$ cat src/core/fsr_map.svh
// Purpose: Offsets, fields, reset values and counts of the
//          floppy status and rate register bank.
// Assumes: 250 MHz system clock.
// Notes:   Definitions only.
//
// What this block does
// - Bits 1..0 pick tape drive 1-3, none.
// - Enhanced bits 3..2 swap drive 0 pins.
// - Four-drive configuration disables any drive exchange.
// - Drive 3 never swaps with drive 2.
// - Enhanced bits 5..4 show selected drive 0/1 ID.
// - Enhanced bits 7..6 mirror media sense pins.
// - Compatible mode floats bits 7..2, drives 1..0 with tape select.
// - Enhanced reset: bits 5..4 one, 3..0 zero.
// - Status reads anytime, no delay; a read ends power down.
// - Status reads 00h until initialisation completes.
// - Ready reports 80h within 2.5 ms.
// - Busy bit set by seek, cleared sense.
// - Command bit spans first byte to end.
// - Bit 5 flags non-DMA execution phase.
// - Bit 6 gives expected data direction.
// - Ready bit clears per byte, sets again.
// - Non-DMA execution: ready bit follows interrupt.
// - Rate comes from last rate/config write.
// - Hardware reset loads 02h; soft reset keeps.
// - Rate codes 500, 300, 250 Kbps, 1 Mbps.
// - Config bit 6 picks compatible or enhanced.
// - Power down ends on reset, status read or data byte.
`ifndef FSR_MAP_SVH
`define FSR_MAP_SVH
`define FSR_OFS_DTM      3'h3
`define FSR_OFS_STAT     3'h4
`define FSR_OFS_CCR      3'h7
`define FSR_DSR_RST      8'h02
`define FSR_DSR_PD_BIT   6
`define FSR_DSR_SR_BIT   7
`define FSR_STAT_READY   8'h80
`define FSR_ID_RST       2'h3
`define FSR_CLK_MHZ      250
`define FSR_SRST_NS      100
`define FSR_SRST_CYC     ((`FSR_SRST_NS*`FSR_CLK_MHZ+999)/1000)
`define FSR_INIT_NS      2000
`define FSR_INIT_CYC     ((`FSR_INIT_NS*`FSR_CLK_MHZ+999)/1000)
`define FSR_RQM_MAX_US   2500
`define FSR_RQM_MAX_CYC  (`FSR_RQM_MAX_US*`FSR_CLK_MHZ)
`endif

$ cat src/core/fsr_pkg.sv
// Purpose: Types of the floppy status and rate register bank.
// Assumes: Constants live in fsr_map.svh.
// Notes:   No imports; use fsr_pkg::name.
package fsr_pkg;
  // Controller readiness states
  typedef enum logic [1:0]
  {
    ST_INIT  = 2'b00,
    ST_READY = 2'b01,
    ST_PDOWN = 2'b10
  } fsr_state_t;
  // Logical drive exchange codes
  typedef enum logic [1:0]
  {
    XCH_NONE = 2'b00,
    XCH_01   = 2'b01,
    XCH_02   = 2'b10,
    XCH_RSVD = 2'b11
  } fsr_xchg_t;
endpackage

$ cat src/core/fsr_regs.sv
// Purpose: Drive type/media, controller status and rate select
//          registers of a floppy controller.
// Assumes: Sequencer events are one-cycle pulses on SYS_CLK_I.
// Notes:   Read data stand one cycle after the read strobe.
//
// Strobed register access was decided locally.
`timescale 1ns/1ps
`include "fsr_map.svh"
module fsr_regs
#(
  parameter int INIT_CYC    = `FSR_INIT_CYC,
  parameter int RQM_MAX_CYC = `FSR_RQM_MAX_CYC
)
(
  input  wire logic       SYS_CLK_I,
  input  wire logic       RST_N_I,
  input  wire logic [2:0] ADDR_I,
  input  wire logic [7:0] WDATA_I,
  input  wire logic       WR_I,
  input  wire logic       RD_I,
  output logic      [7:0] RDATA_O,
  output logic      [7:0] RDATA_OE_O,
  input  wire logic       CFG_FOUR_DRIVE_I,
  input  wire logic       CFG_ENH_MODE_I,
  input  wire logic [3:0] DRIVE_ID_I,
  input  wire logic [1:0] DRV_SEL_I,
  input  wire logic       MEDIA_SENSE_LO_I,
  input  wire logic       MEDIA_SENSE_HI_I,
  input  wire logic       SOFT_RST_I,
  input  wire logic       CMD_FIRST_WR_I,
  input  wire logic       CMD_END_I,
  input  wire logic [3:0] SEEK_ISSUED_I,
  input  wire logic [3:0] SENSE_READ_I,
  input  wire logic       EXEC_NDMA_I,
  input  wire logic       DIR_READ_I,
  input  wire logic       DATA_XFER_I,
  input  wire logic       BYTE_READY_I,
  input  wire logic       IRQ_I,
  output logic      [1:0] TAPE_SEL_O,
  output logic            SWAP_01_O,
  output logic            SWAP_02_O,
  output logic      [1:0] DATA_RATE_O,
  output logic      [2:0] PRECOMP_O,
  output logic            POWER_DOWN_O,
  output logic            SW_RESET_O
);

  // Decoded bus strobes
  logic              wr_dtm;      // Drive type/media write
  logic              wr_dsr;      // Rate select write
  logic              wr_ccr;      // Config control rate write
  logic              rd_stat;     // Status read
  logic              rd_dtm;      // Drive type/media read
  // Register state
  logic [1:0]        tape_r;      // Tape drive select
  logic [1:0]        xchg_r;      // Exchange field
  logic              id_rst_r;    // ID field still at reset value
  logic [7:0]        dsr_r;       // Rate select register
  logic [1:0]        rate_r;      // Active data rate
  logic              swap01_r;    // Effective 0/1 exchange
  logic              swap02_r;    // Effective 0/2 exchange
  // Status state
  fsr_pkg::fsr_state_t st_r;      // Readiness state
  logic [15:0]       init_cnt_r;  // Clock settle counter
  logic [3:0]        busy_r;      // Per-drive busy
  logic              cip_r;       // Command in progress
  logic              rqm_r;       // Ready for next byte
  logic [4:0]        srst_cnt_r;  // Self-clearing reset timer
  logic              srst;        // Any soft reset this cycle
  logic              wake;        // Power-down exit event
  logic [7:0]        stat_val;    // Status byte as read
  logic              rqm_eff;     // Ready bit as seen
  logic [1:0]        id_val;      // Drive ID field
  // Media sense synchronisers
  logic [1:0]        ms_meta_r;   // First stage, read by second only
  logic [1:0]        ms_r;        // Second stage {hi, lo}
  // Read path
  logic [7:0]        rdata_nxt;
  logic [7:0]        oe_nxt;

  // Address decode; offset 4 splits by direction
  assign wr_dtm  = WR_I && (ADDR_I == `FSR_OFS_DTM);
  assign wr_dsr  = WR_I && (ADDR_I == `FSR_OFS_STAT);
  assign wr_ccr  = WR_I && (ADDR_I == `FSR_OFS_CCR);
  assign rd_stat = RD_I && (ADDR_I == `FSR_OFS_STAT);
  assign rd_dtm  = RD_I && (ADDR_I == `FSR_OFS_DTM);

  // Both soft reset sources act alike
  assign srst = SOFT_RST_I || (srst_cnt_r != 5'h00);
  // Any data or status access ends a manual power down
  assign wake = srst || DATA_XFER_I || rd_stat;

  // Media sense pins come from outside the clock domain
  always_ff @(posedge SYS_CLK_I)
  begin
    ms_meta_r <= {MEDIA_SENSE_HI_I, MEDIA_SENSE_LO_I};
    ms_r      <= ms_meta_r;
  end

  // Drive type/media register
  always_ff @(posedge SYS_CLK_I)
  begin
    if (!RST_N_I)
    begin
      tape_r   <= 2'h0;
      xchg_r   <= 2'h0;
      id_rst_r <= 1'b1;
    end
    else if (wr_dtm)
    begin
      tape_r   <= WDATA_I[1:0];
      id_rst_r <= 1'b0;
      // Exchange bits exist only in enhanced mode
      if (CFG_ENH_MODE_I)
      begin
        xchg_r <= WDATA_I[3:2];
      end
    end
  end

  // Effective exchange; reserved code swaps nothing, and drive 3
  // has no exchange path at all
  always_ff @(posedge SYS_CLK_I)
  begin
    if (!RST_N_I)
    begin
      swap01_r <= 1'b0;
      swap02_r <= 1'b0;
    end
    else
    begin
      swap01_r <= CFG_ENH_MODE_I && !CFG_FOUR_DRIVE_I &&
                  (xchg_r == fsr_pkg::XCH_01);
      swap02_r <= CFG_ENH_MODE_I && !CFG_FOUR_DRIVE_I &&
                  (xchg_r == fsr_pkg::XCH_02);
    end
  end

  // Rate select register; soft reset leaves it alone
  always_ff @(posedge SYS_CLK_I)
  begin
    if (!RST_N_I)
    begin
      dsr_r <= `FSR_DSR_RST;
    end
    else if (wr_dsr)
    begin
      dsr_r <= WDATA_I;
    end
  end

  // Active rate follows whichever rate register was written last
  always_ff @(posedge SYS_CLK_I)
  begin
    if (!RST_N_I)
    begin
      rate_r <= 2'(`FSR_DSR_RST);
    end
    else if (wr_dsr || wr_ccr)
    begin
      rate_r <= WDATA_I[1:0];
    end
  end

  // Self-clearing soft reset from the rate register
  always_ff @(posedge SYS_CLK_I)
  begin
    if (!RST_N_I)
    begin
      srst_cnt_r <= 5'h00;
    end
    else if (wr_dsr && WDATA_I[`FSR_DSR_SR_BIT])
    begin
      srst_cnt_r <= 5'(`FSR_SRST_CYC);
    end
    else if (srst_cnt_r != 5'h00)
    begin
      srst_cnt_r <= srst_cnt_r - 5'h01;
    end
  end

  // Readiness: settle after reset or wake, then serve commands
  always_ff @(posedge SYS_CLK_I)
  begin
    if (!RST_N_I)
    begin
      st_r       <= fsr_pkg::ST_INIT;
      init_cnt_r <= 16'h0000;
    end
    else
    begin
      case (st_r)
        fsr_pkg::ST_INIT:
        begin
          // Reset during settling restarts the wait
          if (srst)
          begin
            init_cnt_r <= 16'h0000;
          end
          else if (init_cnt_r >= 16'(INIT_CYC - 1))
          begin
            st_r <= fsr_pkg::ST_READY;
          end
          else
          begin
            init_cnt_r <= init_cnt_r + 16'h0001;
          end
        end
        fsr_pkg::ST_READY:
        begin
          init_cnt_r <= 16'h0000;
          if (srst)
          begin
            st_r <= fsr_pkg::ST_INIT;
          end
          else if (wr_dsr && WDATA_I[`FSR_DSR_PD_BIT])
          begin
            st_r <= fsr_pkg::ST_PDOWN;
          end
        end
        fsr_pkg::ST_PDOWN:
        begin
          // Clock must restabilise before status is valid
          if (wake)
          begin
            st_r <= fsr_pkg::ST_INIT;
          end
        end
        default:
        begin
          st_r <= fsr_pkg::ST_INIT;
        end
      endcase
    end
  end

  // Per-drive busy; a set in the clearing cycle wins
  always_ff @(posedge SYS_CLK_I)
  begin
    if (!RST_N_I || srst)
    begin
      busy_r <= 4'h0;
    end
    else
    begin
      busy_r <= (busy_r & ~SENSE_READ_I) | SEEK_ISSUED_I;
    end
  end

  // Command in progress; first byte wins over an end event
  always_ff @(posedge SYS_CLK_I)
  begin
    if (!RST_N_I || srst)
    begin
      cip_r <= 1'b0;
    end
    else if (CMD_FIRST_WR_I)
    begin
      cip_r <= 1'b1;
    end
    else if (CMD_END_I)
    begin
      cip_r <= 1'b0;
    end
  end

  // Byte handshake; ready again wins over a finished transfer
  always_ff @(posedge SYS_CLK_I)
  begin
    if (!RST_N_I || srst || (st_r != fsr_pkg::ST_READY))
    begin
      rqm_r <= 1'b0;
    end
    else if (BYTE_READY_I || (init_cnt_r != 16'h0000))
    begin
      rqm_r <= 1'b1;
    end
    else if (DATA_XFER_I)
    begin
      rqm_r <= 1'b0;
    end
  end

  // Status byte; zero until settled, interrupt drives bit 7 in
  // non-DMA execution
  assign rqm_eff  = EXEC_NDMA_I ? IRQ_I : rqm_r;
  assign stat_val = (st_r == fsr_pkg::ST_READY) ?
                    {rqm_eff, DIR_READ_I, EXEC_NDMA_I,
                     cip_r, busy_r} : 8'h00;

  // Drive ID source by selected drive
  always_comb
  begin
    if (id_rst_r)
    begin
      id_val = `FSR_ID_RST;
    end
    else
    begin
      case (DRV_SEL_I)
        2'h0:    id_val = DRIVE_ID_I[1:0];
        2'h1:    id_val = DRIVE_ID_I[3:2];
        default: id_val = 2'h0;
      endcase
    end
  end

  // Read mux; unmapped reads return zero, driven
  always_comb
  begin
    rdata_nxt = 8'h00;
    oe_nxt    = 8'h00;
    if (rd_stat)
    begin
      // Pure read: no state changes here
      rdata_nxt = stat_val;
      oe_nxt    = 8'hff;
    end
    else if (rd_dtm && CFG_ENH_MODE_I)
    begin
      rdata_nxt = {ms_r, id_val, xchg_r, tape_r};
      oe_nxt    = 8'hff;
    end
    else if (rd_dtm)
    begin
      rdata_nxt = {6'h00, tape_r};
      oe_nxt    = 8'h03;
    end
    else if (RD_I)
    begin
      oe_nxt = 8'hff;
    end
  end

  // Read data register, valid only the cycle after the strobe
  always_ff @(posedge SYS_CLK_I)
  begin
    if (!RST_N_I)
    begin
      RDATA_O    <= 8'h00;
      RDATA_OE_O <= 8'h00;
    end
    else
    begin
      RDATA_O    <= rdata_nxt;
      RDATA_OE_O <= oe_nxt;
    end
  end

  // Control outputs registered
  always_ff @(posedge SYS_CLK_I)
  begin
    if (!RST_N_I)
    begin
      POWER_DOWN_O <= 1'b0;
      SW_RESET_O   <= 1'b0;
    end
    else
    begin
      POWER_DOWN_O <= (st_r == fsr_pkg::ST_PDOWN);
      SW_RESET_O   <= srst;
    end
  end

  assign TAPE_SEL_O  = tape_r;
  assign SWAP_01_O   = swap01_r;
  assign SWAP_02_O   = swap02_r;
  assign DATA_RATE_O = rate_r;
  assign PRECOMP_O   = dsr_r[4:2];

  // Helper: cycles spent settling in ST_INIT since the last reset or ready
  logic [19:0] wait_cnt_r;
  always_ff @(posedge SYS_CLK_I)
  begin
    if (!RST_N_I || srst || (st_r == fsr_pkg::ST_READY))
    begin
      wait_cnt_r <= 20'h00000;
    end
    else if (st_r == fsr_pkg::ST_INIT)
    begin
      wait_cnt_r <= wait_cnt_r + 20'h00001;
    end
  end
endmodule

$ cat config.mk
export PLATFORM = sky130hd
export DESIGN_NAME = fsr_regs
export DESIGN_NICKNAME = d
export VERILOG_FILES = /design/src/core/fsr_pkg.sv /design/src/core/fsr_regs.sv
export VERILOG_INCLUDE_DIRS = /design/src /design/src/core
export SDC_FILE = /design/constraint.sdc
export NUM_CORES = 1
export LEC_CHECK = 0
export ABC_AREA = 1
export BUFFER_PORTS_ARGS = -buffer_cell sky130_fd_sc_hd__buf_4
export CORE_MARGIN = 2
export CORE_UTILIZATION = 25
export CTS_BUF_LIST = sky130_fd_sc_hd__clkbuf_4 sky130_fd_sc_hd__clkbuf_8
export DETAILED_ROUTE_END_ITERATION = 10
export GPL_ROUTABILITY_DRIVEN = 0
export PLACE_DENSITY = 0.5
export REMOVE_ABC_BUFFERS = 1
export SLEW_MARGIN = 30
export SYNTH_ARGS = -nofsm -noshare
export SYNTH_HDL_FRONTEND = slang
export SYNTH_SLANG_ARGS = --single-unit
export TNS_END_PERCENT = 30
$ cat constraint.sdc
create_clock -name SYS_CLK_I -period 1.6 [get_ports SYS_CLK_I]
set_input_delay 0.32 -clock SYS_CLK_I [delete_from_list [all_inputs] [get_ports SYS_CLK_I]]
set_output_delay 0.32 -clock SYS_CLK_I [all_outputs]
set_load 0.01 [all_outputs]
=== Word-level counts from Yosys, hierarchy flattened ===
Cells that the tools add are included.

* Output and inout bits: 27
* Register bits: 65

* $add $sub $neg: 2
* Bitwise logic cells: 4
* Order comparisons: 1
* Eq/ne operators: 14
* Mux-type cells: 26
* Reductions and logical operators: 32

{| class="wikitable"
|+ Operators by type and width
! cell !! count
|-
| $mux W8 || 7
|-
| $mux W16 || 2
|-
| $pmux W16 S2 || 1
|-
| $add A16 B1 Y16 const B || 1
|-
| $ge A16 B9 Y1 const B || 1
|-
| $reduce_bool A16 Y1 || 1
|-
| $mux W2 || 7
|-
| $logic_and A1 B1 Y1 || 11
|-
| $mux W5 || 2
|-
| $reduce_bool A2 Y1 || 4
|-
| $logic_or A1 B1 Y1 || 7
|-
| $eq A2 B1 Y1 const B || 3
|-
| $eq A3 B3 Y1 const B || 2
|-
| $ne A2 B2 Y1 const B || 3
|-
| $ne A3 B3 Y1 const B || 2
|-
| $pmux W2 S3 || 1
|-
| $mux W1 || 5
|-
| $reduce_bool A5 Y1 || 1
|-
| $sub A5 B1 Y5 const B || 1
|-
| $and A4 B4 Y4 || 1
|-
| $eq A2 B2 Y1 const B || 2
|-
| $logic_not A2 Y1 || 2
|-
| $not A4 Y4 || 1
|-
| $or A4 B4 Y4 || 1
|-
| other kinds (8) || 10
|}

=== Depth between registers and ports, before layout ===
* Depth after elaboration: 6
* Gate-level depth with buffers: 10
* Depth with buffers taken out: 10

=== Worst setup path after synthesis ===
No wires, ideal clock.

* Kind: register -> register
* From: reg srst_cnt_r[0]
* To: reg init_cnt_r[6]
* Library setup time: 0.135 ns
* Data arrival time: 1.352 ns
* Clock period less this slack: 1.488 ns
* Cell stages (with the launch flop): 11
* Slack: 0.112 ns
* Cell sequence: dfxtp_1 inv_1 ha_1 nand3_4 nor2_8 nand2_4 nand2_8 nand2_4 buf_6 nand2_1 a21oi_1

* Cells in the longest elaborated chain, start to end: 4

{| class="wikitable"
|+ Ends and longest elaborated chain
! item !! line !! RTL
|-
| start, declared || fsr_regs.sv:68 || <nowiki>logic [4:0] srst_cnt_r;</nowiki>
|-
| start signal, assigned || fsr_regs.sv:174 || <nowiki>srst_cnt_r <= 5'(`FSR_SRST_CYC);</nowiki>
|-
| start signal, assigned || fsr_regs.sv:178 || <nowiki>srst_cnt_r <= srst_cnt_r - 5'h01;</nowiki>
|-
| $reduce_bool A5 Y1 (*) || fsr_regs.sv:89 || <nowiki>assign srst = SOFT_RST_I || (srst_cnt_r != 5'h00);</nowiki>
|-
| $logic_or A1 B1 Y1 (*) || fsr_regs.sv:89 ||
|-
| $mux W16 / $ne A3 B3 Y1 (equally long branches) || n/a ||
|-
| $pmux W16 S2 / $reduce_and A2 Y1 (equally long branches) || n/a ||
|-
| end signal, assigned || fsr_regs.sv:206 || <nowiki>init_cnt_r <= init_cnt_r + 16'h0001;</nowiki>
|-
| end, declared || fsr_regs.sv:64 || <nowiki>logic [15:0] init_cnt_r;</nowiki>
|}

Every way passes the cells marked *; elsewhere a longest branch is shown, timed or not.
A chain may end at the register's enable or synchronous reset.

=== Final worst setup path ===
* From: reg srst_cnt_r[1]
* To: reg init_cnt_r[2]

Same word-level chain as after synthesis.

==> flow_metrics.tcl <==
set metrics [dict create \
    clock_sink_count 57 \
    r2r.worst_path.cells 9 \
    coreArea_um2 10100 \
    htree_num_levels 3 \
    cts.root.buffer_cell "sky130_fd_sc_hd__clkbuf_8" \
    critPathKind "reg2reg" \
    finalSetupViolations 0 \
    critical_path.most_common_cell "sky130_fd_sc_hd__nand2_4" \
    grt_pass1_vias 2342 \
    floorplan.die_area_um2 11100 \
    global_route_usage_over_all_layers_pct 12.6 \
    max_clock_freq_ghz 0.698 \
    wl_per_cell_um 11.4 \
    whs_ns 0.0896 \
    layout.core_utilization_pct 34.5 \
    start_util_pct 25.3 \
    post_synth_num_cell_types 32 \
    layout_min_cycle_time_ns 1.43 \
    dp_hpwl_um 4880 \
    timing_worst_slew_pin_value_ns 0.367 \
    pwr_density_cell_nw_per_um2 1080 \
    grt_start_max_net_pins 17 \
    cp-start-kind "flip-flop" \
    remaining_drcs 0 \
    crit_path_cell_trace "inv_1, ha_4, nand3_4, nor2_8, nand2_4, nand2_8, nand2_4, o21ai_0, nor2_1" \
    syn_to_final_growth_pct 36.3 \
    clock_buffer_count_from_cts 9 \
    skew_ns 0.00838 \
    postRouteWirelength_um 6340 \
    leakage_uw 0.00155 \
    timing.critical_path.to_type "flip-flop" \
    cts_hold_repair.buffers 0 \
    crit_fanout 14 \
    hold_depth 1 \
    final_cell_mix "sky130_fd_sc_hd__buf_4 (84), sky130_fd_sc_hd__dfxtp_1 (57), sky130_fd_sc_hd__nand2_1 (55), sky130_fd_sc_hd__nor2_1 (45), sky130_fd_sc_hd__inv_1 (40)" \
    grt_setup_unrepaired "no" \
    netlist_instances 332 \
    via_per_inst 4.18 \
    commonest_non_fill_non_tap_cell_in_the_layout "sky130_fd_sc_hd__buf_4" \
    cts_tree "yes" \
    delay_of_the_slowest_cell_on_the_worst_path_ns 0.32 \
    clockBufferDepth 2 \
    overflow 0 \
    critPathSlowestCell "sky130_fd_sc_hd__dfxtp_1" \
    peakVddDrop_uv 562 \
    antennaDiodeCount 0 \
    row_count 37 \
    clkSlewWorstSetupHoldPaths_ns 0.07 \
    residual_antenna_violating_net_count_after_detailed_routing 0 \
    finish.net_count 458 \
    cap_violations 0 \
    first_pass_grt_wire_length_um 11000 \
    worst_hold_path_type "in2reg" \
    report.final.slew_viol_count 0 \
    yosys_synthesis_warning_count 0 \
    slew_headroom_pct 75.3 \
    timing.setup.tns_ns 0 \
    report.final.hold_viol_count 0 \
    drt-initial-drc-count 80 \
    detailedRoute.firstPassIterationCount 4 \
    timing.final.crit_share_pct 89.6 \
    die_w_um 105 \
    grt_antenna_before_repair 0 \
    vias 2321 \
    wp_data_arrival_ns 1.65 \
    avg_synthesized_cell_area_um2 7.74 \
    port_buf_inserts 66 \
    pin_count 68 \
    dieHeight_um 105 \
    postSynthRegisterBits 57 \
    clk_lat_worst_skew_ns 0.33 \
    outcome "finished, final reports clean" \
    seq_area_frac_synth_pct 44.4 \
    post_route_cells_drive_above_1_share_pct 29.4 \
    mappedNetlistArea_um2 2570 \
    cp.required_ns 1.82 \
]
==> registers in the layout (all words and copies together) (netlist names) <==
register / cells
SW_RESET_O: 1
SWAP_01_O: 1
dsr_r: 3
rqm_r: 1
st_r: 2
init_cnt_r: 16
id_rst_r: 1
RDATA_O: 8
SWAP_02_O: 1
srst_cnt_r: 5
busy_r: 4
xchg_r: 2
ms_meta_r: 2
DATA_RATE_O: 2
TAPE_SEL_O: 2
POWER_DOWN_O: 1
RDATA_OE_O: 2
cip_r: 1
ms_r: 2
==> metrics by stage <==
| step | total power [uW] | worst slack, ns | cells | area, um2 |
|---|---|---|---|---|
| 6_report | 3790 | 0.167 | 555 | 3500 |
| 3_5_place_dp | 2380 | 0.0181 | 538 | 3270 |
| 5_1_grt | 4020 | 0.0145 | 555 | 3500 |
| 3_3_place_gp | 2370 | 0.0309 | 538 | 3270 |
| 2_1_floorplan | 2080 | 0.121 | 319 | 2480 |
| 4_1_cts | 3800 | 0.00799 | 554 | 3480 |
==> routing by layer <==
metal  track usage, %  vias to the layer above  wire [um]
met1             15.6                     1032       2870
met2             20.8                       51       3060
met3             3.83                        8        323
met5                0                        -          0
li1                 -                     1230          -
met4             4.00                        0         88
==> power breakdown <==
group,switching (uW),internal (uW),total (uW)
clock,577,821,1400
sequential,63.3,1510,1570
combinational,446,374,820
total,1090,2710,3790
==> worst max-delay path, delay by kind of cell (launching register included) <==
kind	cells	cell delay [ns]
adders and majority gates	1	0.17
AOI/OAI and AO/OA	1	0.18
DFF	1	0.32
and+or+nand+nor	6	0.56
buffers and inverters	1	0.09
==> cells in the mapped netlist <==
cell	instances	share of area, %
sky130_fd_sc_hd__a211oi_1	1	0.29
sky130_fd_sc_hd__nor2_1	46	6.7
sky130_fd_sc_hd__o21bai_1	2	0.58
sky130_fd_sc_hd__or2_2	2	0.49
sky130_fd_sc_hd__nor3_1	5	0.97
sky130_fd_sc_hd__nor2_2	1	0.24
sky130_fd_sc_hd__o21a_1	1	0.29
sky130_fd_sc_hd__nor2_8	1	0.78
sky130_fd_sc_hd__ha_1	3	1.5
sky130_fd_sc_hd__inv_1	41	6.0
sky130_fd_sc_hd__nand3_1	28	5.5
sky130_fd_sc_hd__inv_2	2	0.29
sky130_fd_sc_hd__xor2_1	4	1.4
sky130_fd_sc_hd__nor2_4	1	0.44
sky130_fd_sc_hd__nand4_1	4	0.97
sky130_fd_sc_hd__o21ai_0	15	2.9
sky130_fd_sc_hd__nor3b_2	6	2.9
sky130_fd_sc_hd__nand3_2	1	0.39
sky130_fd_sc_hd__buf_4	6	1.8
sky130_fd_sc_hd__a41oi_1	1	0.34
sky130_fd_sc_hd__nor3_2	1	0.39
sky130_fd_sc_hd__nand2_8	1	0.78
sky130_fd_sc_hd__nand3_4	2	1.4
sky130_fd_sc_hd__dfxtp_1	57	44
sky130_fd_sc_hd__nand2_4	2	0.88
sky130_fd_sc_hd__nor4_1	3	0.73
sky130_fd_sc_hd__buf_6	3	1.3
sky130_fd_sc_hd__clkbuf_1	4	0.58
sky130_fd_sc_hd__xnor2_1	1	0.34
sky130_fd_sc_hd__a21oi_1	29	5.6
sky130_fd_sc_hd__a22oi_1	3	0.88
sky130_fd_sc_hd__nand2_1	55	8.0
==> cells by family (layout without fill, tap and decap cells) <==
logic type | count (synthesis) | after routing | synth area share [%]
AND/OR/NAND/NOR | 159 | 159 | 31.5
flip-flops | 57 | 57 | 44.4
buffers and inverters | 56 | 143 | 9.93
AO/OA/AOI/OAI | 52 | 52 | 11.0
XOR/XNOR | 5 | 5 | 1.70
adder cells (fa/ha/maj) | 3 | 3 | 1.46
==> path summary, 6_finish.rpt <==
check,from,endpoint,slack [ns]
max reg2reg,srst_cnt_r[1],init_cnt_r[2],0.17
max,srst_cnt_r[1],init_cnt_r[2],0.17
min,MEDIA_SENSE_HI_I,ms_meta_r[1],0.09
min reg2reg,ms_meta_r[1],ms_r[1],0.33
==> layout make-up <==
cell class                      count  area [um2]
Fill cell                        1070        6640
Multi-Input combinational cell    219        1190
Clock buffer                       12         159
Clock inverter                      4        51.3
Timing Repair Buffer               84         631
Sequential cell                    57        1140
Tap cell                          136         170
Inverter                           43         161
==> what timing repair did <==
action,in CTS,in global routing
endpoints found under the setup margin,0,9
setup buffers,0,1
resized for setup,0,4
No activity file was read; power rests on OpenSTA's default activity.
